===== config.mk =====
export PLATFORM = sky130hd
export DESIGN_NAME = dtc_timer_pair
export DESIGN_NICKNAME = d
export VERILOG_FILES = /design/src/dtc_pkg.sv /design/src/dtc_tick_gen.sv /design/src/dtc_pin_cond.sv /design/src/dtc_timer_pair.sv
export SDC_FILE = /design/constraint.sdc
export NUM_CORES = 1
export LEC_CHECK = 0
export ABC_AREA = 1
export ABC_CLOCK_PERIOD_IN_PS = 2400
export BUFFER_PORTS_ARGS = -buffer_cell sky130_fd_sc_hd__clkbuf_2
export CELL_PAD_IN_SITES_DETAIL_PLACEMENT = 1
export CELL_PAD_IN_SITES_GLOBAL_PLACEMENT = 1
export CORE_ASPECT_RATIO = 0.75
export CORE_MARGIN = 2
export CORE_UTILIZATION = 42
export CTS_CLUSTER_SIZE = 14
export DETAILED_ROUTE_END_ITERATION = 7
export PLACE_DENSITY = 0.89
export SYNTH_ARGS = -nofsm -noshare
export SYNTH_HDL_FRONTEND = slang
export SYNTH_SLANG_ARGS = --single-unit

===== constraint.sdc =====
create_clock -name i_core_clk -period 2.4 [get_ports i_core_clk]
set_input_delay 0.12 -clock i_core_clk [delete_from_list [all_inputs] [get_ports i_core_clk]]
set_output_delay 0.12 -clock i_core_clk [all_outputs]
set_load 0.02 [all_outputs]

===== src/dtc_pkg.sv =====
// Shared constants, types and bus map of the dual timer/counter pair
// Summary of operation
// - Modes 0 and 1: low byte carry advances high byte; high sets flag
// - Run bit enables counting, never clears counts
// - Timer source advances once per six clocks
// - Counter source counts sampled high-then-low transitions
// - Gate set adds external pin to run control
// - Roll-over to zero sets overflow flag
// - Mode 0 is 5-bit prescaler plus 8-bit
// - Mode 1 is full 16-bit cascade counter
// - Mode 2 reloads low byte from high byte
// - Timer 0 mode 3 splits into two timers
// - Timer 1 mode 3 halts and holds count
// - Fixed mode and control bit positions per timer
// - Overflow flag cleared when interrupt is vectored
// - Interrupt needs timer and global enables set
// - Gated timer counts only while pin high
// - Mode field 00,01,10,11 selects modes 0-3
package dtc_pkg;

  typedef enum logic [1:0] {
    DTC_MODE_13BIT,
    DTC_MODE_16BIT,
    DTC_MODE_RELOAD,
    DTC_MODE_SPLIT
  } dtc_mode_type;

  typedef struct packed {
    logic [7:0] hi;
    logic [7:0] lo;
    logic ovf;
  } dtc_cnt_type;

  localparam int PER_CYCLE_CLKS = 6;
  localparam logic [4:0] PRESCALE_MAX = 5'h1F;

  // Byte offsets on the register bus
  localparam logic [4:0] OFS_CTRL = 5'h00;
  localparam logic [4:0] OFS_MODE = 5'h04;
  localparam logic [4:0] OFS_T0_LO = 5'h08;
  localparam logic [4:0] OFS_T0_HI = 5'h0C;
  localparam logic [4:0] OFS_T1_LO = 5'h10;
  localparam logic [4:0] OFS_T1_HI = 5'h14;
  localparam logic [4:0] OFS_IRQ_EN = 5'h18;

  // Control register bit positions
  localparam int CTRL_RUN_T0 = 4;
  localparam int CTRL_OVF_T0 = 5;
  localparam int CTRL_RUN_T1 = 6;
  localparam int CTRL_OVF_T1 = 7;

  // Mode register: timer 0 in [3:0], timer 1 in [7:4]
  localparam int MODE_T1_BASE = 4;
  localparam int MODE_GATE_POS = 3;
  localparam int MODE_SRC_POS = 2;

  // Interrupt enable register bit positions
  localparam int IEN_T0 = 0;
  localparam int IEN_T1 = 1;
  localparam int IEN_GLOBAL = 7;

  localparam logic [7:0] RST_BYTE = 8'h00;

endpackage


===== src/dtc_tick_gen.sv =====
// Peripheral cycle tick: one pulse every six core clocks
`timescale 1ns/1ps
module dtc_tick_gen (
  input wire logic i_core_clk,
  input wire logic i_rst_n,
  output logic o_tick
);
  logic [2:0] div_r;
  logic [2:0] div_nxt;
  logic tick_r;
  logic tick_nxt;

  always_comb begin
    tick_nxt = 1'b0;
    div_nxt = div_r + 3'h1;
    if (div_r == 3'(dtc_pkg::PER_CYCLE_CLKS - 1)) begin
      div_nxt = 3'h0;
      tick_nxt = 1'b1;
    end
  end

  always_ff @(posedge i_core_clk or negedge i_rst_n) begin
    if (!i_rst_n) begin
      div_r <= 3'h0;
      tick_r <= 1'b0;
    end else begin
      div_r <= div_nxt;
      tick_r <= tick_nxt;
    end
  end

  assign o_tick = tick_r;

  chk_tick_spacing: assert property (@(posedge i_core_clk) disable iff (!i_rst_n)
    tick_r |=> !tick_r [*5] ##1 tick_r) else $error("Tick spacing is not six clocks");
endmodule


===== src/dtc_pin_cond.sv =====
// Pin synchroniser and falling-edge sampler for one timer
`timescale 1ns/1ps
module dtc_pin_cond (
  input wire logic i_core_clk,
  input wire logic i_rst_n,
  input wire logic i_tick,
  input wire logic i_count_pin,
  input wire logic i_gate_pin,
  output logic o_fall,
  output logic o_gate_lvl
);
  logic [1:0] cnt_sync_r;
  logic [1:0] gate_sync_r;
  logic sample_r;
  logic sample_nxt;
  logic fall_r;
  logic fall_nxt;

  always_comb begin
    sample_nxt = sample_r;
    fall_nxt = 1'b0;
    // Sampled once per peripheral cycle; a shorter pulse may be missed
    if (i_tick) begin
      sample_nxt = cnt_sync_r[1];
      fall_nxt = sample_r & ~cnt_sync_r[1];
    end
  end

  always_ff @(posedge i_core_clk or negedge i_rst_n) begin
    if (!i_rst_n) begin
      cnt_sync_r <= 2'h0;
      gate_sync_r <= 2'h0;
      sample_r <= 1'b0;
      fall_r <= 1'b0;
    end else begin
      cnt_sync_r <= {cnt_sync_r[0], i_count_pin};
      gate_sync_r <= {gate_sync_r[0], i_gate_pin};
      sample_r <= sample_nxt;
      fall_r <= fall_nxt;
    end
  end

  assign o_fall = fall_r;
  assign o_gate_lvl = gate_sync_r[1];

  chk_fall_detect: assert property (@(posedge i_core_clk) disable iff (!i_rst_n)
    (i_tick && sample_r && !cnt_sync_r[1]) |=> fall_r) else $error("Falling edge missed");
  chk_fall_cause: assert property (@(posedge i_core_clk) disable iff (!i_rst_n)
    fall_r |-> $past(i_tick) && !sample_r) else $error("Spurious count event");
  cov_fall: cover property (@(posedge i_core_clk) disable iff (!i_rst_n) fall_r);
endmodule


===== src/dtc_timer_pair.sv =====
// Dual timer/counter top with Avalon-MM register slave
//
// The placing of the registers and the Avalon-MM interface to the registers were chosen for this implementation.
`timescale 1ns/1ps
module dtc_timer_pair (
  input wire logic i_core_clk,
  input wire logic i_rst_n,
  input wire logic [4:0] i_avs_address,
  input wire logic i_avs_read,
  input wire logic i_avs_write,
  input wire logic [31:0] i_avs_writedata,
  input wire logic [3:0] i_avs_byteenable,
  output logic [31:0] o_avs_readdata,
  output logic o_avs_waitrequest,
  input wire logic i_count_pin_t0,
  input wire logic i_count_pin_t1,
  input wire logic i_ext_gate_pin_a,
  input wire logic i_ext_gate_pin_b,
  input wire logic i_vec_ack_t0,
  input wire logic i_vec_ack_t1,
  output logic o_irq_t0,
  output logic o_irq_t1
);
  logic tick;
  logic [1:0] fall;
  logic [1:0] gate_lvl;

  logic [7:0] cnt_lo_r [2];
  logic [7:0] cnt_hi_r [2];
  logic [7:0] cnt_lo_nxt [2];
  logic [7:0] cnt_hi_nxt [2];
  logic [1:0] run_bit_r;
  logic [1:0] run_bit_nxt;
  logic [1:0] overflow_flag_r;
  logic [1:0] overflow_flag_nxt;
  logic [7:0] timer_mode_reg_r;
  logic [7:0] timer_mode_reg_nxt;
  logic [2:0] irq_enable_reg_r;
  logic [2:0] irq_enable_reg_nxt;
  logic wait_r;
  logic wait_nxt;
  logic [31:0] rdata_r;
  logic [31:0] rdata_nxt;
  logic [1:0] irq_r;
  logic [1:0] irq_nxt;

  dtc_pkg::dtc_mode_type mode [2];
  logic [1:0] gate_bit;
  logic [1:0] src_sel;
  logic [1:0] inc;
  logic [1:0] ovf_evt;
  logic hi0_inc;
  logic split0;
  logic req;
  logic wr_take;
  dtc_pkg::dtc_cnt_type step [2];

  dtc_tick_gen u_tick (
    .i_core_clk(i_core_clk),
    .i_rst_n(i_rst_n),
    .o_tick(tick)
  );

  dtc_pin_cond u_cond0 (
    .i_core_clk(i_core_clk),
    .i_rst_n(i_rst_n),
    .i_tick(tick),
    .i_count_pin(i_count_pin_t0),
    .i_gate_pin(i_ext_gate_pin_a),
    .o_fall(fall[0]),
    .o_gate_lvl(gate_lvl[0])
  );

  dtc_pin_cond u_cond1 (
    .i_core_clk(i_core_clk),
    .i_rst_n(i_rst_n),
    .i_tick(tick),
    .i_count_pin(i_count_pin_t1),
    .i_gate_pin(i_ext_gate_pin_b),
    .o_fall(fall[1]),
    .o_gate_lvl(gate_lvl[1])
  );

  // One increment of a timer in its mode; the caller decides whether it applies
  function automatic dtc_pkg::dtc_cnt_type dtc_step(input dtc_pkg::dtc_mode_type m,
      input logic [7:0] lo, input logic [7:0] hi);
    dtc_pkg::dtc_cnt_type r;
    r.lo = lo + 8'h01;
    r.hi = hi;
    r.ovf = 1'b0;
    unique case (m)
      dtc_pkg::DTC_MODE_13BIT: begin
        // Upper three low-byte bits are left untouched
        r.lo = {lo[7:5], lo[4:0] + 5'h01};
        if (lo[4:0] == dtc_pkg::PRESCALE_MAX) begin
          r.hi = hi + 8'h01;
          r.ovf = (hi == 8'hFF);
        end
      end
      dtc_pkg::DTC_MODE_16BIT: begin
        if (lo == 8'hFF) begin
          r.hi = hi + 8'h01;
          r.ovf = (hi == 8'hFF);
        end
      end
      dtc_pkg::DTC_MODE_RELOAD: begin
        if (lo == 8'hFF) begin
          r.lo = hi;
          r.ovf = 1'b1;
        end
      end
      dtc_pkg::DTC_MODE_SPLIT: begin
        r.ovf = (lo == 8'hFF);
      end
    endcase
    return r;
  endfunction

  always_comb begin
    for (int i = 0; i < 2; i++) begin
      mode[i] = dtc_pkg::dtc_mode_type'(timer_mode_reg_r[4*i +: 2]);
      gate_bit[i] = timer_mode_reg_r[4*i + dtc_pkg::MODE_GATE_POS];
      src_sel[i] = timer_mode_reg_r[4*i + dtc_pkg::MODE_SRC_POS];
      step[i] = dtc_step(mode[i], cnt_lo_r[i], cnt_hi_r[i]);
    end
  end

  assign split0 = (mode[0] == dtc_pkg::DTC_MODE_SPLIT);
  // Run bit only enables the event; it never touches the count bytes
  assign inc[0] = (src_sel[0] ? fall[0] : tick) & run_bit_r[0]
    & (~gate_bit[0] | gate_lvl[0]);
  // With timer 0 split, timer 1 loses its run bit and runs until halted by mode 3
  assign inc[1] = (src_sel[1] ? fall[1] : tick) & (split0 | run_bit_r[1])
    & (~gate_bit[1] | gate_lvl[1]) & (mode[1] != dtc_pkg::DTC_MODE_SPLIT);
  assign hi0_inc = split0 & tick & run_bit_r[1];
  assign ovf_evt[0] = inc[0] & step[0].ovf;
  assign ovf_evt[1] = (inc[1] & step[1].ovf & ~split0) | (hi0_inc & cnt_hi_r[0] == 8'hFF);

  assign req = i_avs_read | i_avs_write;
  assign wr_take = i_avs_write & ~wait_r & i_avs_byteenable[0];

  // Counting, then bus writes on top, then flag sets that win over clears
  always_comb begin
    for (int i = 0; i < 2; i++) begin
      cnt_lo_nxt[i] = inc[i] ? step[i].lo : cnt_lo_r[i];
      cnt_hi_nxt[i] = inc[i] ? step[i].hi : cnt_hi_r[i];
    end
    if (hi0_inc) begin
      cnt_hi_nxt[0] = cnt_hi_r[0] + 8'h01;
    end
    run_bit_nxt = run_bit_r;
    overflow_flag_nxt = overflow_flag_r & ~{i_vec_ack_t1, i_vec_ack_t0};
    timer_mode_reg_nxt = timer_mode_reg_r;
    irq_enable_reg_nxt = irq_enable_reg_r;
    // Preset while running is software's hazard; the bus write simply wins
    if (wr_take) begin
      unique case (i_avs_address)
        dtc_pkg::OFS_CTRL: begin
          run_bit_nxt = {i_avs_writedata[dtc_pkg::CTRL_RUN_T1],
            i_avs_writedata[dtc_pkg::CTRL_RUN_T0]};
          overflow_flag_nxt = {i_avs_writedata[dtc_pkg::CTRL_OVF_T1],
            i_avs_writedata[dtc_pkg::CTRL_OVF_T0]};
        end
        dtc_pkg::OFS_MODE: timer_mode_reg_nxt = i_avs_writedata[7:0];
        dtc_pkg::OFS_T0_LO: cnt_lo_nxt[0] = i_avs_writedata[7:0];
        dtc_pkg::OFS_T0_HI: cnt_hi_nxt[0] = i_avs_writedata[7:0];
        dtc_pkg::OFS_T1_LO: cnt_lo_nxt[1] = i_avs_writedata[7:0];
        dtc_pkg::OFS_T1_HI: cnt_hi_nxt[1] = i_avs_writedata[7:0];
        dtc_pkg::OFS_IRQ_EN: irq_enable_reg_nxt = {i_avs_writedata[dtc_pkg::IEN_GLOBAL],
          i_avs_writedata[dtc_pkg::IEN_T1], i_avs_writedata[dtc_pkg::IEN_T0]};
        default: begin
        end
      endcase
    end
    overflow_flag_nxt = overflow_flag_nxt | ovf_evt;
    for (int i = 0; i < 2; i++) begin
      irq_nxt[i] = overflow_flag_r[i] & irq_enable_reg_r[i] & irq_enable_reg_r[2];
    end
  end

  // Bus: one wait cycle, read data captured while waitrequest is high
  always_comb begin
    wait_nxt = 1'b1;
    rdata_nxt = rdata_r;
    if (req && wait_r) begin
      wait_nxt = 1'b0;
      rdata_nxt = 32'h0000_0000;
      unique case (i_avs_address)
        dtc_pkg::OFS_CTRL: begin
          rdata_nxt[dtc_pkg::CTRL_RUN_T0] = run_bit_r[0];
          rdata_nxt[dtc_pkg::CTRL_OVF_T0] = overflow_flag_r[0];
          rdata_nxt[dtc_pkg::CTRL_RUN_T1] = run_bit_r[1];
          rdata_nxt[dtc_pkg::CTRL_OVF_T1] = overflow_flag_r[1];
        end
        dtc_pkg::OFS_MODE: rdata_nxt[7:0] = timer_mode_reg_r;
        dtc_pkg::OFS_T0_LO: rdata_nxt[7:0] = cnt_lo_r[0];
        dtc_pkg::OFS_T0_HI: rdata_nxt[7:0] = cnt_hi_r[0];
        dtc_pkg::OFS_T1_LO: rdata_nxt[7:0] = cnt_lo_r[1];
        dtc_pkg::OFS_T1_HI: rdata_nxt[7:0] = cnt_hi_r[1];
        dtc_pkg::OFS_IRQ_EN: begin
          rdata_nxt[dtc_pkg::IEN_T0] = irq_enable_reg_r[0];
          rdata_nxt[dtc_pkg::IEN_T1] = irq_enable_reg_r[1];
          rdata_nxt[dtc_pkg::IEN_GLOBAL] = irq_enable_reg_r[2];
        end
        default: rdata_nxt = 32'h0000_0000;
      endcase
    end
  end

  always_ff @(posedge i_core_clk or negedge i_rst_n) begin
    if (!i_rst_n) begin
      for (int i = 0; i < 2; i++) begin
        cnt_lo_r[i] <= dtc_pkg::RST_BYTE;
        cnt_hi_r[i] <= dtc_pkg::RST_BYTE;
      end
      run_bit_r <= 2'h0;
      overflow_flag_r <= 2'h0;
      timer_mode_reg_r <= dtc_pkg::RST_BYTE;
      irq_enable_reg_r <= 3'h0;
      wait_r <= 1'b1;
      rdata_r <= 32'h0000_0000;
      irq_r <= 2'h0;
    end else begin
      for (int i = 0; i < 2; i++) begin
        cnt_lo_r[i] <= cnt_lo_nxt[i];
        cnt_hi_r[i] <= cnt_hi_nxt[i];
      end
      run_bit_r <= run_bit_nxt;
      overflow_flag_r <= overflow_flag_nxt;
      timer_mode_reg_r <= timer_mode_reg_nxt;
      irq_enable_reg_r <= irq_enable_reg_nxt;
      wait_r <= wait_nxt;
      rdata_r <= rdata_nxt;
      irq_r <= irq_nxt;
    end
  end

  assign o_avs_waitrequest = wait_r;
  assign o_avs_readdata = rdata_r;
  assign o_irq_t0 = irq_r[0];
  assign o_irq_t1 = irq_r[1];

  logic t0_wr;
  logic t1_wr;

  // True when a bus address names one of the two count bytes of a timer
  function automatic logic dtc_hits_count(input logic [4:0] a, input logic t);
    if (t) begin
      return (a == dtc_pkg::OFS_T1_LO) || (a == dtc_pkg::OFS_T1_HI);
    end
    return (a == dtc_pkg::OFS_T0_LO) || (a == dtc_pkg::OFS_T0_HI);
  endfunction

  assign t0_wr = wr_take && dtc_hits_count(i_avs_address, 1'h0);
  assign t1_wr = wr_take && dtc_hits_count(i_avs_address, 1'h1);

  chk_ovf_sets_flag: assert property (@(posedge i_core_clk) disable iff (!i_rst_n)
    ovf_evt[0] |=> overflow_flag_r[0]) else $error("Overflow did not set flag");
  chk_cascade_carry: assert property (@(posedge i_core_clk) disable iff (!i_rst_n)
    (inc[0] && mode[0] == dtc_pkg::DTC_MODE_16BIT && cnt_lo_r[0] == 8'hFF && !wr_take)
    |=> cnt_hi_r[0] == $past(cnt_hi_r[0]) + 8'h01 && cnt_lo_r[0] == 8'h00)
    else $error("16-bit carry wrong");
  chk_prescale_carry: assert property (@(posedge i_core_clk) disable iff (!i_rst_n)
    (inc[0] && mode[0] == dtc_pkg::DTC_MODE_13BIT && cnt_lo_r[0][4:0] == 5'h1F && !wr_take)
    |=> cnt_hi_r[0] == $past(cnt_hi_r[0]) + 8'h01 && cnt_lo_r[0][4:0] == 5'h00)
    else $error("Prescaler carry wrong");
  chk_reload_value: assert property (@(posedge i_core_clk) disable iff (!i_rst_n)
    (inc[0] && mode[0] == dtc_pkg::DTC_MODE_RELOAD && cnt_lo_r[0] == 8'hFF && !wr_take)
    |=> cnt_lo_r[0] == $past(cnt_hi_r[0]) && $stable(cnt_hi_r[0]) && overflow_flag_r[0])
    else $error("Reload wrong");
  chk_t1_halt: assert property (@(posedge i_core_clk) disable iff (!i_rst_n)
    (mode[1] == dtc_pkg::DTC_MODE_SPLIT && !t1_wr) |=> $stable(cnt_lo_r[1]))
    else $error("Timer 1 moved while halted");
  chk_gate_block: assert property (@(posedge i_core_clk) disable iff (!i_rst_n)
    (gate_bit[0] && !gate_lvl[0]) |-> !inc[0]) else $error("Gated timer counted");
  chk_run_needed: assert property (@(posedge i_core_clk) disable iff (!i_rst_n)
    inc[0] |-> run_bit_r[0] && (src_sel[0] || tick)) else $error("Count without run");
  chk_irq_enable: assert property (@(posedge i_core_clk) disable iff (!i_rst_n)
    ##1 o_irq_t1 == ($past(overflow_flag_r[1]) && $past(irq_enable_reg_r[1])
    && $past(irq_enable_reg_r[2]))) else $error("Interrupt gating wrong");
  chk_vector_clear: assert property (@(posedge i_core_clk) disable iff (!i_rst_n)
    (i_vec_ack_t0 && !ovf_evt[0] && !wr_take) |=> !overflow_flag_r[0])
    else $error("Vector did not clear flag");
  chk_bus_answer: assert property (@(posedge i_core_clk) disable iff (!i_rst_n)
    (req && o_avs_waitrequest) |=> !o_avs_waitrequest ##1 o_avs_waitrequest)
    else $error("Bus answer timing wrong");
  // A count byte moves only by an increment or a bus write, never by the run bit
  chk_run_keeps_count: assert property (@(posedge i_core_clk) disable iff (!i_rst_n)
    (!inc[0] && !hi0_inc && !t0_wr) |=> $stable(cnt_lo_r[0]) && $stable(cnt_hi_r[0]))
    else $error("Timer 0 count moved while idle");
  chk_gate_block_t1: assert property (@(posedge i_core_clk) disable iff (!i_rst_n)
    (gate_bit[1] && !gate_lvl[1]) |-> !inc[1]) else $error("Gated timer 1 counted");
  chk_t1_rate: assert property (@(posedge i_core_clk) disable iff (!i_rst_n)
    (inc[1] && !src_sel[1]) |-> tick) else $error("Timer 1 counted off the tick");
  chk_reload_t1: assert property (@(posedge i_core_clk) disable iff (!i_rst_n)
    (inc[1] && mode[1] == dtc_pkg::DTC_MODE_RELOAD && cnt_lo_r[1] == 8'hFF
    && !t1_wr && !split0) |=> cnt_lo_r[1] == $past(cnt_hi_r[1]) && overflow_flag_r[1])
    else $error("Timer 1 reload wrong");
  chk_split_high: assert property (@(posedge i_core_clk) disable iff (!i_rst_n)
    (hi0_inc && cnt_hi_r[0] == 8'hFF && !wr_take) |=> cnt_hi_r[0] == 8'h00 && overflow_flag_r[1])
    else $error("Split high byte overflow wrong");
  chk_halt_high: assert property (@(posedge i_core_clk) disable iff (!i_rst_n)
    (mode[1] == dtc_pkg::DTC_MODE_SPLIT && !t1_wr) |=> $stable(cnt_hi_r[1]))
    else $error("Timer 1 high byte moved while halted");
  chk_ctrl_write: assert property (@(posedge i_core_clk) disable iff (!i_rst_n)
    (wr_take && i_avs_address == dtc_pkg::OFS_CTRL) |=> run_bit_r == $past({
      i_avs_writedata[dtc_pkg::CTRL_RUN_T1], i_avs_writedata[dtc_pkg::CTRL_RUN_T0]}))
    else $error("Run bits not written");

  cov_reload: cover property (@(posedge i_core_clk) disable iff (!i_rst_n)
    ovf_evt[0] && mode[0] == dtc_pkg::DTC_MODE_RELOAD);
  cov_split_hi: cover property (@(posedge i_core_clk) disable iff (!i_rst_n)
    hi0_inc && cnt_hi_r[0] == 8'hFF);
  cov_irq: cover property (@(posedge i_core_clk) disable iff (!i_rst_n) o_irq_t0);
  cov_cascade: cover property (@(posedge i_core_clk) disable iff (!i_rst_n)
    ovf_evt[0] && mode[0] == dtc_pkg::DTC_MODE_16BIT);
endmodule


==> Word level (Yosys, flattened, before mapping) <==
Index checks and enable logic that the tools add are counted.
{ "totals": {"in_bits": 51, "reg_bits": 74, "wordCells": 128} }
{ "classes": {"add_sub_neg": 7, "n_reduce_logical": 7, "bitwise": 33, "eq_ne": 20, "muxes": 40} }
{ "op_table": {"columns": ["op", "count"], "rows": [
  ["$mux 8", 13],
  ["$pmux 8 s2", 4],
  ["$add 8x1->8 const B", 4],
  ["$eq 8x8->1 const B", 4],
  ["$mux 16", 2],
  ["$eq 5x5->1 const B", 5],
  ["$and 1x1->1", 19],
  ["$mux 9", 2],
  ["$pmux 3 s6", 1],
  ["$pmux 2 s6", 1],
  ["$add 5x1->5 const B", 2],
  ["$eq 5x4->1 const B", 2],
  ["$mux 1", 10],
  ["$pmux 2 s5", 1],
  ["$eq 2x2->1 const B", 4],
  ["$pmux 1 s4", 2],
  ["$pmux 1 s7", 1],
  ["$not 1->1", 6],
  ["$reduce_and 2->1", 3],
  ["$eq 5x3->1 const B", 1],
  ["$logic_not 5->1", 1],
  ["$or 1x1->1", 5],
  ["$eq 2x1->1 const B", 2],
  ["$logic_not 2->1", 2],
  ["9 further kinds", 10]
]} }

==> Logic depth before layout (Yosys ltp) <==
Gate-level depths: netlist of the first run.
{ "depth": {"depth_word": 9, "ltp_mapped": 13, "ltp_nobuf": 13} }

==> Modules after synthesis <==
Synthesis of the first run repeated with hierarchy kept, for this count alone.
{ "hier_totals": {"hier_cells": 617, "area_unflattened_um2": 4669.5} }
{ "by_module_without_submodules": {"columns": ["mod", "n_inst", "area_per_inst_um2", "cells_per_inst", "seq_area_each_um2"], "rows": [
  ["dtc_timer_pair", 1, 4171.5, 576, 1452.6],
  ["dtc_pin_cond", 2, 176.4, 13, 150.1],
  ["dtc_tick_gen", 1, 145.1, 15, 100.1]
]} }

==> Least setup slack after synthesis of the first run <==
No wires, ideal clock.
{ "synth_path": {"path_kind": "register to register", "startpoint": "register cnt_lo_r[0] (netlist name)", "endpoint": "register cnt_hi_r[7] (netlist name)", "arrival_ps": 1503, "required_ps": 2278, "stages_incl_launch_ff": 14, "period_less_slack_ps": 1625, "slack_ps": 775, "setup_ps": 122, "n_path_buf": 0, "cell_sequence": "dfrtp_1 ha_1 nand2_2 nor2_4 ha_1 inv_1 nand2_1 inv_1 a21oi_2 inv_1 nand2_1 nand2_1 nand2_1 a21oi_1"} }
{ "synth_lines": {"columns": ["item", "line_no", "text"], "rows": [
  ["from (decl)", "dtc_timer_pair.sv:28", "logic [7:0] cnt_lo_r [2];"],
  ["from (signal, indexed assignment)", "dtc_timer_pair.sv:213", "cnt_lo_r[i] <= dtc_pkg::RST_BYTE;"],
  ["from (signal, indexed assignment)", "dtc_timer_pair.sv:225", "cnt_lo_r[i] <= cnt_lo_nxt[i];"],
  ["to (signal, indexed assignment)", "dtc_timer_pair.sv:214", "cnt_hi_r[i] <= dtc_pkg::RST_BYTE;"],
  ["to (signal, indexed assignment)", "dtc_timer_pair.sv:226", "cnt_hi_r[i] <= cnt_hi_nxt[i];"],
  ["to (decl)", "dtc_timer_pair.sv:29", "logic [7:0] cnt_hi_r [2];"]
]} }

==> metrics.md, run 1 <==
| Metric | Value |
|---|---|
| Clk_skew | `0.00657 ns` |
| Share of the synthesized area in the top cell type | `39.8%` |
| CP Data Required Time | `2.63 ns` |
| Violation count after the first detailed-route iteration | `390` |
| Worst rel slew slack | `21.1%` |
| Commonest non-fill, non-tap cell in the layout | `nand2_1` |
| # diodes | `0` |
| FMAX | `487 MHz` |
| Crit Path Max Fanout | `7` |
| Min Tclk post-route | `2.05 ns` |
| Hold crit path type | `in2reg` |
| Vias in the first global route | `4512` |
| Setup Viol. Count Final | `0` |
| First-pass GRT wire length | `24100 um` |
| Hpwl dp | `11400 um` |
| Flops & latches, synth | `74` |
| Crit path arrival time | `2.28 ns` |
| Yosys warnings | `0` |
| Reg-to-Reg End | `cnt_hi_r[7]` |
| IR drop worst, VDD | `0.450 mV` |
| CTS tree | `done` |
| Pwr Density | `869 nW/um2` |
| Unrepaired setup endpoints after global routing | `false` |
| Syn avg cell area | `7.47 um2` |
| Die extent in x | `125 um` |
| Top post-synthesis cells by area | `dfrtp_1, nand2_1, inv_1` |
| Routed WL per cell | `19.1 um` |
| Cts repair resizes | `0` |
| Slew Viols, Final | `0` |
| Initial antenna violation count | `0` |
| Leak | `2.49 nW` |
| Hold WS | `0.0324 ns` |
| I/O Buffers | `34` |
| Cells after Synth | `615` |
| GRT overflow | `0` |
| CTS Buf Count | `9` |
| Yosys top cell by area | `dfrtp_1` |
| Crit. Startpoint | `cnt_lo_r[0]` |
| Worst-Skew Late Latency | `0.35 ns` |
| Fin Setup TNS | `0 ns` |
| Tot GR Track Use | `26.8%` |
| Critical Path Sink | `cnt_hi_r[7]` |
| Via count | `4444` |
| Post-DRT Antenna Nets | `0` |
| Netlist cell types | `40` |
| Via density | `5.54` |
| Final wirelength | `15300 um` |
| IO Pins | `86` |
| Gpl congestion | `0.943` |
| Final nets | `713` |
| Commonest non-fill, non-tap cells in the layout | `nand2_1, inv_1, dfrtp_1` |
| Initial core utilization | `42.6%` |
| Die area | `11800 um2` |
| Clock Pin Slew Worst Setup and Hold Paths | `0.06 ns` |
| Core region area | `10800 um2` |
| R2R depth | `13` |
| Fin. Hold Viols | `0` |
| Layout area overhead | `13.3%` |
| Outcome | `finished, final reports clean` |
| Mapped cell area | `4590 um2` |
| Layout cell share with drive strength beyond 1 | `13.0%` |
| Post-route DRC | `0` |
| H-tree levels | `3` |
| Sequential fraction of the synthesis area | `40.4%` |
| WS Path Type | `reg2reg` |
| Largest net degree at the start of global routing | `75` |
| Worst R2R Setup Slack | `0.35 ns` |
| First-pass DRT Iterations | `5` |
| Tcrit/Tclk final | `85.5%` |
| MaxCap Viol Count | `0` |
| Crit start category | `flop` |
| Slew @ Worst Pin | `1.17 ns` |
| CTS Sinks | `74` |
| Critical R2R Launch | `cnt_lo_r[0]` |
| Die Y | `94.6 um` |
| CP endpoint kind | `flop` |
| Row count | `33` |
| Clock root cell | `clkbuf_16` |
| Longest Clk Path Bufs | `2` |
registers in the layout (all words and copies together), names as in the netlist:
name	cells
u_cond1.sample_r	1
timer_mode_reg_r	8
u_cond1.o_fall	1
irq_r	2
u_cond1.cnt_sync_r	2
overflow_flag_r	2
irq_enable_reg_r	3
u_cond0.gate_sync_r	2
run_bit_r	2
cnt_lo_r	16
o_avs_readdata	8
u_cond0.cnt_sync_r	2
cnt_hi_r	16
u_cond1.gate_sync_r	2
u_tick.div_r	3
u_tick.o_tick	1
u_cond0.sample_r	1
u_cond0.o_fall	1
o_avs_waitrequest	1
layer usage:
metal	part of all wire, %	GRT usage (%)
met3	8.6	7.88
met4	2.4	9.83
met1	44	35.5
met5	0	0
met2	45	42.2
worst min path at each step:
stage                  startpoint                     end  slack [ns]  depth (start not counted)
6_report       i_avs_writedata[1]             cnt_hi_r[1]        0.03                          3
5_1_grt              i_vec_ack_t0      overflow_flag_r[0]        0.04                          2
4_1_cts        i_avs_writedata[1]             cnt_hi_r[1]        0.03                          3
3_5_place_dp     i_ext_gate_pin_a  u_cond0.gate_sync_r[0]        0.23                          1
3_3_place_gp     i_ext_gate_pin_b  u_cond1.gate_sync_r[0]        0.23                          1
2_1_floorplan             i_rst_n             cnt_hi_r[0]       -0.18                          0
logic make-up (layout without fill, tap and decap cells):
kind of cell,after synthesis,count (layout),share of synthesized area (%)
AO/OA/AOI/OAI,146,146,18.1
adder cells (fa/ha/maj),5,5,1.36
AND/OR/NAND/NOR,263,263,26.9
other,1,24,0.0817
XOR/XNOR,2,2,0.382
flip-flops,74,74,40.4
buffers and inverters,124,148,12.8
cell type report:
| cell class | count | area, um2 |
|---|---|---|
| sequential | 74 | 1850 |
| tap | 140 | 175 |
| multi-input combinational | 440 | 2240 |
| inverter | 92 | 350 |
| fill | 1355 | 5570 |
| clock buffer | 12 | 256 |
| clock inverter | 4 | 97.6 |
| timing repair buffer | 40 | 230 |
through the flow:
stage	area [um2]	util, %	power [mW]	worst slack, ns	instances
final	5200	48.3	4.52	0.348	802
after global routing	5200	48.3	4.74	0.160	802
after CTS	5200	48.3	4.52	0.394	802
after detailed placement	4800	44.5	2.88	0.444	781
after global placement	4800	44.5	2.79	0.522	781
after floorplan	4680	-	2.51	0.775	638
worst max-delay path, stage by stage (launching register included):
cell and delay (ns):
dfrtp_1 0.42, ha_1 0.28, nand2_2 0.09, nor2_4 0.16, ha_1 0.21, inv_1 0.05, nand2_1 0.06, inv_1 0.08
a21oi_2 0.26, inv_1 0.07, nand2_1 0.07, nand2_1 0.06, nand2_1 0.05, a21oi_1 0.07
synthesized netlist by cell type:
library cell  number
nand3_2            3
xor2_1             2
dfrtp_1           73
o22ai_1           17
nand4_4            1
buf_2              2
buf_6              2
a31oi_1            1
a21oi_1           43
o21a_1             1
o211ai_2           1
ha_1               5
clkbuf_1           2
buf_4             26
nor2_4             9
o311ai_0           1
nand2_4            2
a22oi_1            6
inv_2              7
inv_1             83
nor2_1            47
o21ai_0           52
nand2_1          133
nor3b_1            1
inv_4              2
o21ai_1           13
nand3_4            1
conb_1             1
o21ai_4            1
o21bai_4           1
nand2_2            4
o2111ai_1          1
a21oi_2            1
dfstp_2            1
o211ai_1           7
nor2_8             1
nand3_1           39
nor2_2             1
nand4_1            8
nor3_1            13
power breakdown:
| part | total [mW] | internal, mW | leakage [nW] | switching [mW] |
|---|---|---|---|---|
| clock | 1.60 | 1.07 | 0.169 | 0.532 |
| combinational | 1.14 | 0.376 | 1.40 | 0.766 |
| sequential | 1.77 | 1.48 | 0.917 | 0.295 |
| total | 4.52 | 2.93 | 2.49 | 1.59 |
repair_timing:
| item | 4_1_cts | 5_1_grt |
|---|---|---|
| endpoints found under the hold margin | 77 | 0 |
| hold buffers | 5 | 0 |
| buffers inserted | 0 | 0 |
Note: power is estimated with default switching activity, not from simulation.
==> run 2, diff against run 1 <==
--- a/config.mk
+++ b/config.mk
@@ -5,7 +5,6 @@
 export SDC_FILE = /design/constraint.sdc
 export NUM_CORES = 1
 export LEC_CHECK = 0
-export ABC_AREA = 1
 export ABC_CLOCK_PERIOD_IN_PS = 2400
 export BUFFER_PORTS_ARGS = -buffer_cell sky130_fd_sc_hd__clkbuf_2
 export CELL_PAD_IN_SITES_DETAIL_PLACEMENT = 1
@@ -15,7 +14,7 @@
 export CORE_UTILIZATION = 42
 export CTS_CLUSTER_SIZE = 14
 export DETAILED_ROUTE_END_ITERATION = 7
-export PLACE_DENSITY = 0.89
+export PLACE_DENSITY = 0.86
 export SYNTH_ARGS = -nofsm -noshare
 export SYNTH_HDL_FRONTEND = slang
 export SYNTH_SLANG_ARGS = --single-unit
==> run 2 against run 1 <==
- synthesized cell count fell by 25%
- power decreased by 14%
- setup slack worse by 0.30 ns
- highest routed layer unchanged
- routed wire length down 11%
- register-to-register slack worse by 0.30 ns
- first-iteration DRC count down 22%
- clock power down 17%
- sequential share of layout area grew 1.5 points
- sequential power decreased by 7%
- critical path depth decreased by 5
- area after synthesis shrank 4.8%
- global-route usage decreased by 1.1 points
- largest cell class unchanged
==> metrics.md, run 2 <==
| Metric | Value |
|---|---|
| Outcome | `finished, final reports clean` |
| Tcrit/Tclk final | `98.0% (+13 points)` |
| P_int | `2.59 mW (-12%)` |
| CTS tree | `done` |
| First-pass GRT wire length | `21900 um (-9.2%)` |
| Violation count after the first detailed-route iteration | `304 (-22%)` |
| WS Path Type | `reg2reg` |
| Layout cell share with drive strength beyond 1 | `18.9% (+5.9 points)` |
| Design Power | `3.89 mW (-14%)` |
| Yosys warnings | `0 (unchanged)` |
| Clk pwr share | `34.3% (-1.2 points)` |
| Commonest non-fill, non-tap cell in the layout | `dfrtp_1` |
| CP Depth | `8 (-5)` |
| Layout area overhead | `14.3%` |
| IR drop worst, VDD | `0.415 mV (-7.7%)` |
| Pwr Density | `778 nW/um2 (-11%)` |
| Comb pwr share | `23.4% (-1.9 points)` |
| Die extent in x | `122 um (-2.3%)` |
| Longest Clk Path Bufs | `2 (unchanged)` |
| I/O Buffers | `34 (unchanged)` |
| Worst rel slew slack | `36.0% (+15 points)` |
| Hpwl dp | `9650 um (-15%)` |
| Via density | `6.00 (+8.3%)` |
| Post-layout util | `49.0% (+0.68 points)` |
| Mapped cell area | `4370 um2 (-4.8%)` |
| CP endpoint kind | `flop` |
| Slowest-stage cell, CP | `dfrtp_1` |
| Switching part of the total | `33.3% (-1.9 points)` |
| Largest registers | `cnt_hi_r (16), cnt_lo_r (16)` |
| Netlist cell types | `66 (+65%)` |
| Ys flop type | `dfrtp_1` |
| # diodes | `0 (unchanged)` |
| Worst Path Buf+Inv | `0 (-3)` |
| Cells after Synth | `463 (-25%)` |
| Most common cell in the netlist | `dfrtp_1` |
| Worst-Skew Late Latency | `0.34 ns (about the same)` |
| CP Data Required Time | `2.61 ns (-0.02 ns)` |
| Sequential share of power | `42.3% (+3.1 points)` |
| Final nets | `560 (-21%)` |
| Most frequent cells after synthesis | `dfrtp_1, nand2_1, o21ai_0` |
| Post-synth EDFFs | `0 (unchanged)` |
| Setup Viol. Count Final | `0 (unchanged)` |
| Crit path arrival time | `2.56 ns (+0.28 ns)` |
| Commonest non-fill, non-tap cells in the layout | `dfrtp_1, nand2_1, o21ai_0, clkbuf_2, nor2_1` |
| Clk_skew | `0.00662 ns (+0.0000477 ns)` |
| Placed Area | `4640 um2 (-3.3%)` |
| Initial core utilization | `42.8% (+0.21 points)` |
| Min Tclk post-route | `2.35 ns (+0.301 ns)` |
| Slew @ Worst Pin | `0.959 ns (-0.212 ns)` |
| R2R depth | `8 (-5)` |
| Share of the synthesized area in the top cell type | `41.8% (+2.0 points)` |
| Tot GR Track Use | `25.8% (-1.1 points)` |
| Cell Chain, Critical Path | `ha_4, and3_1, ha_1, nand2b_1, o31a_1, or3_4, and3_1, or3_1` |
| Sequential fraction of the synthesis area | `42.4% (+2.0 points)` |
| Gpl congestion | `0.909 (-3.6%)` |
| Core region area | `10200 um2 (-5.3%)` |
| Max stage delay on crit path | `0.43 ns (about the same)` |
| IO Pins | `86 (unchanged)` |
| CTS Buf Count | `9 (unchanged)` |
| Die Y | `92.4 um (-2.3%)` |
| Post-synth ARST share | `100% (unchanged)` |
| Crit Path Max Fanout | `5 (-2)` |
| Crit start category | `flop` |
| FMAX | `425 MHz (-13%)` |
| Largest net degree at the start of global routing | `75 (unchanged)` |
| Post-route DRC | `0 (unchanged)` |
| Flops & latches, synth | `74 (unchanged)` |
| GRT overflow | `0 (unchanged)` |
| Top post-synthesis cells by area | `dfrtp_1, mux2_2, mux2i_1` |
| Die area | `11200 um2 (-4.6%)` |
| Hold crit path type | `in2reg` |
| Post-route cell area | `5000 um2 (-3.9%)` |
| Initial antenna violation count | `0 (unchanged)` |
| Vias in the first global route | `4020 (-11%)` |
| Post-DRT Antenna Nets | `0 (unchanged)` |
| Unrepaired setup endpoints after global routing | `false` |
| CTS Sinks | `74 (unchanged)` |
| Fin. Hold Viols | `0 (unchanged)` |
| Clock Pin Slew Worst Setup and Hold Paths | `0.06 ns (about the same)` |
| Via count | `3871 (-13%)` |
| Sw power | `1.30 mW (-19%)` |
| Most used cell, CP | `and3_1` |
| Leak | `2.23 nW (-10%)` |
| Slew Viols, Final | `0 (unchanged)` |
| Routed WL per cell | `21.3 um (+11%)` |
| Row count | `32 (-3.0%)` |
| First-pass DRT Iterations | `4 (-1)` |
| Yosys top cell by area | `dfrtp_1` |
| Clock root cell | `clkbuf_16` |
| Final wirelength | `13700 um (-11%)` |
| Top delay family on crit path | `simple AND/OR/NAND/NOR gates` |
| H-tree levels | `3 (unchanged)` |
| Syn avg cell area | `9.44 um2 (+26%)` |
| Fin Setup TNS | `0 ns (unchanged)` |
| MaxCap Viol Count | `0 (unchanged)` |
| Hold WS | `0.0581 ns (+0.0257 ns)` |
| WHS Path Cells | `2 (-1)` |
[run 2: power groups by stage]
stage	clock, mW	sequential, mW	combinational [mW]
after detailed placement	0	1.66	0.853
after global placement	0	1.64	0.806
after CTS	1.35	1.63	0.899
final	1.33	1.64	0.911
after floorplan	0	1.58	0.639
after global routing	1.41	1.66	1.02
[run 2: cell type report]
class	count	area (um2)
clock buffers	10	229
clock inverters	6	57.6
fillers	1189	5210
inverters	12	45.0
multi-input cells	352	2300
flip-flops and latches	74	1850
well taps	136	170
repair buffers	55	343
[run 2: path summary, 6_finish.rpt]
path / start / end / slack, ns
setup / recovery: cnt_lo_r[1] / cnt_hi_r[5] / 0.05
hold / removal: i_avs_writedata[3] / timer_mode_reg_r[3] / 0.06
setup reg to reg: cnt_lo_r[1] / cnt_hi_r[5] / 0.05
hold reg to reg: u_cond0.gate_sync_r[0] / u_cond0.gate_sync_r[1] / 0.36
max in group asynchronous: i_rst_n / cnt_hi_r[8] / 1.30
min in group asynchronous: i_rst_n / cnt_lo_r[2] / 0.46
[run 2: repair_timing]
action	in CTS	in global routing
gates resized for setup	1	2
setup endpoints to repair	1	2
buffers inserted	1	0
pin swaps	0	1
hold endpoints to repair	77	0
hold buffers	5	0
[run 2: routing by layer]
| layer | GRT usage [%] | vias up | part of all wire (%) |
|---|---|---|---|
| li1 | - | 1744 | - |
| met3 | 5.60 | 27 | 7.4 |
| met2 | 40.8 | 137 | 47 |
| met5 | 0 | - | 0 |
| met4 | 9.10 | 0 | 2.0 |
| met1 | 34.9 | 1963 | 44 |
[run 2: stage by stage]
stage / setup WS (ns) / std cells
2_1_floorplan: 0.313 / 486
3_3_place_gp: 0.164 / 623
3_5_place_dp: 0.0633 / 623
4_1_cts: 0.0242 / 645
5_1_grt: 0.0124 / 645
6_report: 0.0469 / 645
[run 2: cells by family (layout without fill, tap and decap cells)]
kind of cell | after synthesis | after routing | share of synthesized area, %
AO/OA/AOI/OAI | 110 | 110 | 16.9
other | 1 | 24 | 0.0858
flip-flops | 74 | 74 | 42.4
XOR/XNOR | 9 | 9 | 1.80
adder cells (fa/ha/maj) | 5 | 5 | 1.43
buffers and inverters | 60 | 83 | 7.44
AND/OR/NAND/NOR | 165 | 165 | 20.2
multiplexers | 39 | 39 | 9.76
==> run 3, diff against run 2 <==
--- a/config.mk
+++ b/config.mk
@@ -9,9 +9,9 @@
 export BUFFER_PORTS_ARGS = -buffer_cell sky130_fd_sc_hd__clkbuf_2
 export CELL_PAD_IN_SITES_DETAIL_PLACEMENT = 1
 export CELL_PAD_IN_SITES_GLOBAL_PLACEMENT = 1
-export CORE_ASPECT_RATIO = 0.75
 export CORE_MARGIN = 2
 export CORE_UTILIZATION = 42
+export CTS_BUF_LIST = sky130_fd_sc_hd__clkbuf_8
 export CTS_CLUSTER_SIZE = 14
 export DETAILED_ROUTE_END_ITERATION = 7
 export PLACE_DENSITY = 0.86
==> run 3 against run 2 <==
- clock skew rose by 0.0020 ns
- combinational power up 1%
- cell count increased by 0.78%
- worst hold slack better by 0.023 ns
- sequential share of layout area is 0.57 points higher
- final area shrank 1.5%
- power is 10% lower
- setup slack improved by 0.060 ns
- routed wire length is 4.2% lower
- via count hardly changed
- clock power shrank 30%
- critical endpoint unchanged
==> metrics.md, run 3 (synthesized netlist as in run 2, its figures left out) <==
| Metric | Value |
|---|---|
| Crit start category | `flop` |
| Die Y | `106 um (+15%)` |
| Slew Viols, Final | `0 (unchanged)` |
| Layout area overhead | `12.6%` |
| Largest net degree at the start of global routing | `75 (unchanged)` |
| Longest Clk Path Bufs | `2 (unchanged)` |
| IO Pins | `86 (unchanged)` |
| Violation count after the first detailed-route iteration | `250 (-18%)` |
| R2R depth | `8 (unchanged)` |
| Tcrit/Tclk final | `95.6% (-2.5 points)` |
| FMAX | `436 MHz (+2.6%)` |
| Via count | `3872 (+0.026%)` |
| Worst R2R Setup Slack | `0.11 ns (+0.06 ns)` |
| Layout cell share with drive strength beyond 1 | `19.5% (+0.59 points)` |
| Critical R2R Launch | `cnt_lo_r[1]` |
| CP endpoint kind | `flop` |
| Setup Viol. Count Final | `0 (unchanged)` |
| I/O Buffers | `34 (unchanged)` |
| First-pass DRT Iterations | `5 (+1)` |
| Via density | `5.96 (-0.74%)` |
| Outcome | `finished, final reports clean` |
| MaxCap Viol Count | `0 (unchanged)` |
| Routed WL per cell | `20.2 um (-4.9%)` |
| Top routing layer in use | `met4` |
| Fin. Hold Viols | `0 (unchanged)` |
| Hold EP | `overflow_flag_r[0]` |
| WHS Path Cells | `3 (+1)` |
| Clk pwr share | `26.7% (-7.6 points)` |
| Crit Path Max Fanout | `5 (unchanged)` |
| Slew @ Worst Pin | `0.977 ns (+0.0179 ns)` |
| Post-route DRC | `0 (unchanged)` |
| WS Path Type | `reg2reg` |
| Sequential share of power | `46.7% (+4.4 points)` |
| Final nets | `565 (+0.89%)` |
| Post-route cell area | `4920 um2 (-1.5%)` |
| H-tree levels | `3 (unchanged)` |
| # diodes | `0 (unchanged)` |
| Crit path arrival time | `2.54 ns (-0.02 ns)` |
| Gpl congestion | `0.923 (+1.5%)` |
| Commonest non-fill, non-tap cells in the layout | `dfrtp_1, nand2_1, o21ai_0, clkbuf_2, nor2_1` |
| Design Power | `3.48 mW (-10%)` |
| Pwr Density | `707 nW/um2 (-9.1%)` |
| First-pass GRT wire length | `20700 um (-5.4%)` |
| Hold WS | `0.0813 ns (+0.0232 ns)` |
| DP Cell Count | `624 (+0.16%)` |
| Placed Area | `4650 um2 (+0.16%)` |
| Fin Setup TNS | `0 ns (unchanged)` |
| Post-DRT Antenna Nets | `0 (unchanged)` |
| Comb pwr share | `26.6% (+3.2 points)` |
| Fill cells | `1189 (unchanged)` |
| CTS Buf Count | `9 (unchanged)` |
| Die area | `11200 um2 (about the same)` |
| Sw power | `1.31 mW (+1.1%)` |
| Switching part of the total | `37.6% (+4.3 points)` |
| Unrepaired setup endpoints after global routing | `false` |
| Worst rel slew slack | `34.8% (-1.2 points)` |
| PnR worst setup slack | `0.107 ns (+0.0597 ns)` |
| Wire length on met3 | `868 um (-15%)` |
| CTS Sinks | `74 (unchanged)` |
| Vias in the first global route | `3814 (-5.1%)` |
| Non-Filler Instances | `650 (+0.78%)` |
| Crit. Startpoint | `cnt_lo_r[1]` |
| Final wirelength | `13100 um (-4.2%)` |
| Worst-Skew Late Latency | `0.37 ns (+0.03 ns)` |
| Hold crit path type | `in2reg` |
| P_int | `2.17 mW (-16%)` |
| Initial core utilization | `42.7% (-0.089 points)` |
| Initial antenna violation count | `0 (unchanged)` |
| M1 wire length | `5570 um (-6.9%)` |
| Min Tclk post-route | `2.29 ns (-0.0597 ns)` |
| Post-layout util | `48.1% (-0.85 points)` |
| Min-delay src | `i_vec_ack_t0` |
| Clock Pin Slew Worst Setup and Hold Paths | `0.09 ns (+0.03 ns)` |
| Clock root cell | `clkbuf_8` |
| GRT overflow | `0 (unchanged)` |
| IR drop worst, VDD | `0.292 mV (-30%)` |
| Detail Route met2 WL | `6260 um (-2.6%)` |
| Reg-to-Reg End | `cnt_hi_r[5]` |
| Largest registers | `cnt_hi_r (16), cnt_lo_r (16)` |
| CTS tree | `done` |
| Placement-stage worst setup slack | `0.143 ns (+0.0801 ns)` |
| Leak | `2.20 nW (-1.4%)` |
| CP Data Required Time | `2.65 ns (+0.04 ns)` |
| Tot GR Track Use | `24.1% (-1.6 points)` |
| Row count | `37 (+16%)` |
| Hpwl dp | `9440 um (-2.2%)` |
| Core region area | `10200 um2 (+0.21%)` |
| Commonest non-fill, non-tap cell in the layout | `dfrtp_1` |
| Die extent in x | `106 um (-13%)` |
| Clk_skew | `0.00864 ns (+0.00203 ns)` |
==> run 3: changes by cell type in the layout (fill, tap and decap cells not counted), sizes merged <==
| cell | change |
|---|---|
| dlygate4sd3 | +1 |
| clkinv | -2 |
| clkbuf | -1 |
| bufinv | -1 |
| buf | +4 |
| inv | +3 |
| clkinvlp | +1 |
==> run 3: area by class of cell <==
type                            instances  area, um2  share of cell area, %
Clock inverter                          7       58.8                   1.19
Timing Repair Buffer                   60        383                   7.78
Tap cell                              136        170                   3.46
Clock buffer                            9        124                   2.52
Sequential cell                        74       1850                   37.6
Inverter                               12       45.0                  0.915
Multi-Input combinational cell        352       2290                   46.5
==> run 3: power by group through the flow <==
stage	Sequential (mW)	Clock, mW	Combinational [mW]
floorplan	1.58	0	0.639
global placement	1.63	0	0.817
detailed placement	1.64	0	0.873
CTS	1.62	0.957	0.896
global route	1.65	1.02	1.02
finish	1.63	0.928	0.924
==> run 3: timing repair <==
item | 4_1_cts | 5_1_grt
resized for setup | 0 | 1
hold endpoints to repair | 78 | 0
setup endpoints to repair | 0 | 5
hold buffers | 6 | 0
setup buffers | 0 | 4
==> run 3: worst max-delay path by stage <==
stage | end | slack, ns | cells after the start
3_5_place_dp | cnt_hi_r[5] | 0.14 | 8
3_3_place_gp | cnt_hi_r[5] | 0.19 | 8
2_1_floorplan | cnt_hi_r[5] | 0.31 | 8
4_1_cts | cnt_hi_r[5] | 0.11 | 8
5_1_grt | cnt_hi_r[5] | 0.01 | 8
6_report | cnt_hi_r[5] | 0.11 | 8
==> run 3: worst max-delay path, stage by stage, from the launching register on <==
cell and delay [ns]:
dfrtp_1 0.40, ha_1 0.23, and3_1 0.18, ha_1 0.18, nand2b_1 0.07, o31a_1 0.16
or3_4 0.42, and3_1 0.20, or3_1 0.34
==> run 3: metal layers <==
layer | vias up | global-route usage (%)
li1 | 1745 | -
met1 | 1933 | 32.4
met2 | 158 | 38.7
met3 | 36 | 4.41
met4 | 0 | 9.59
met5 | - | 0
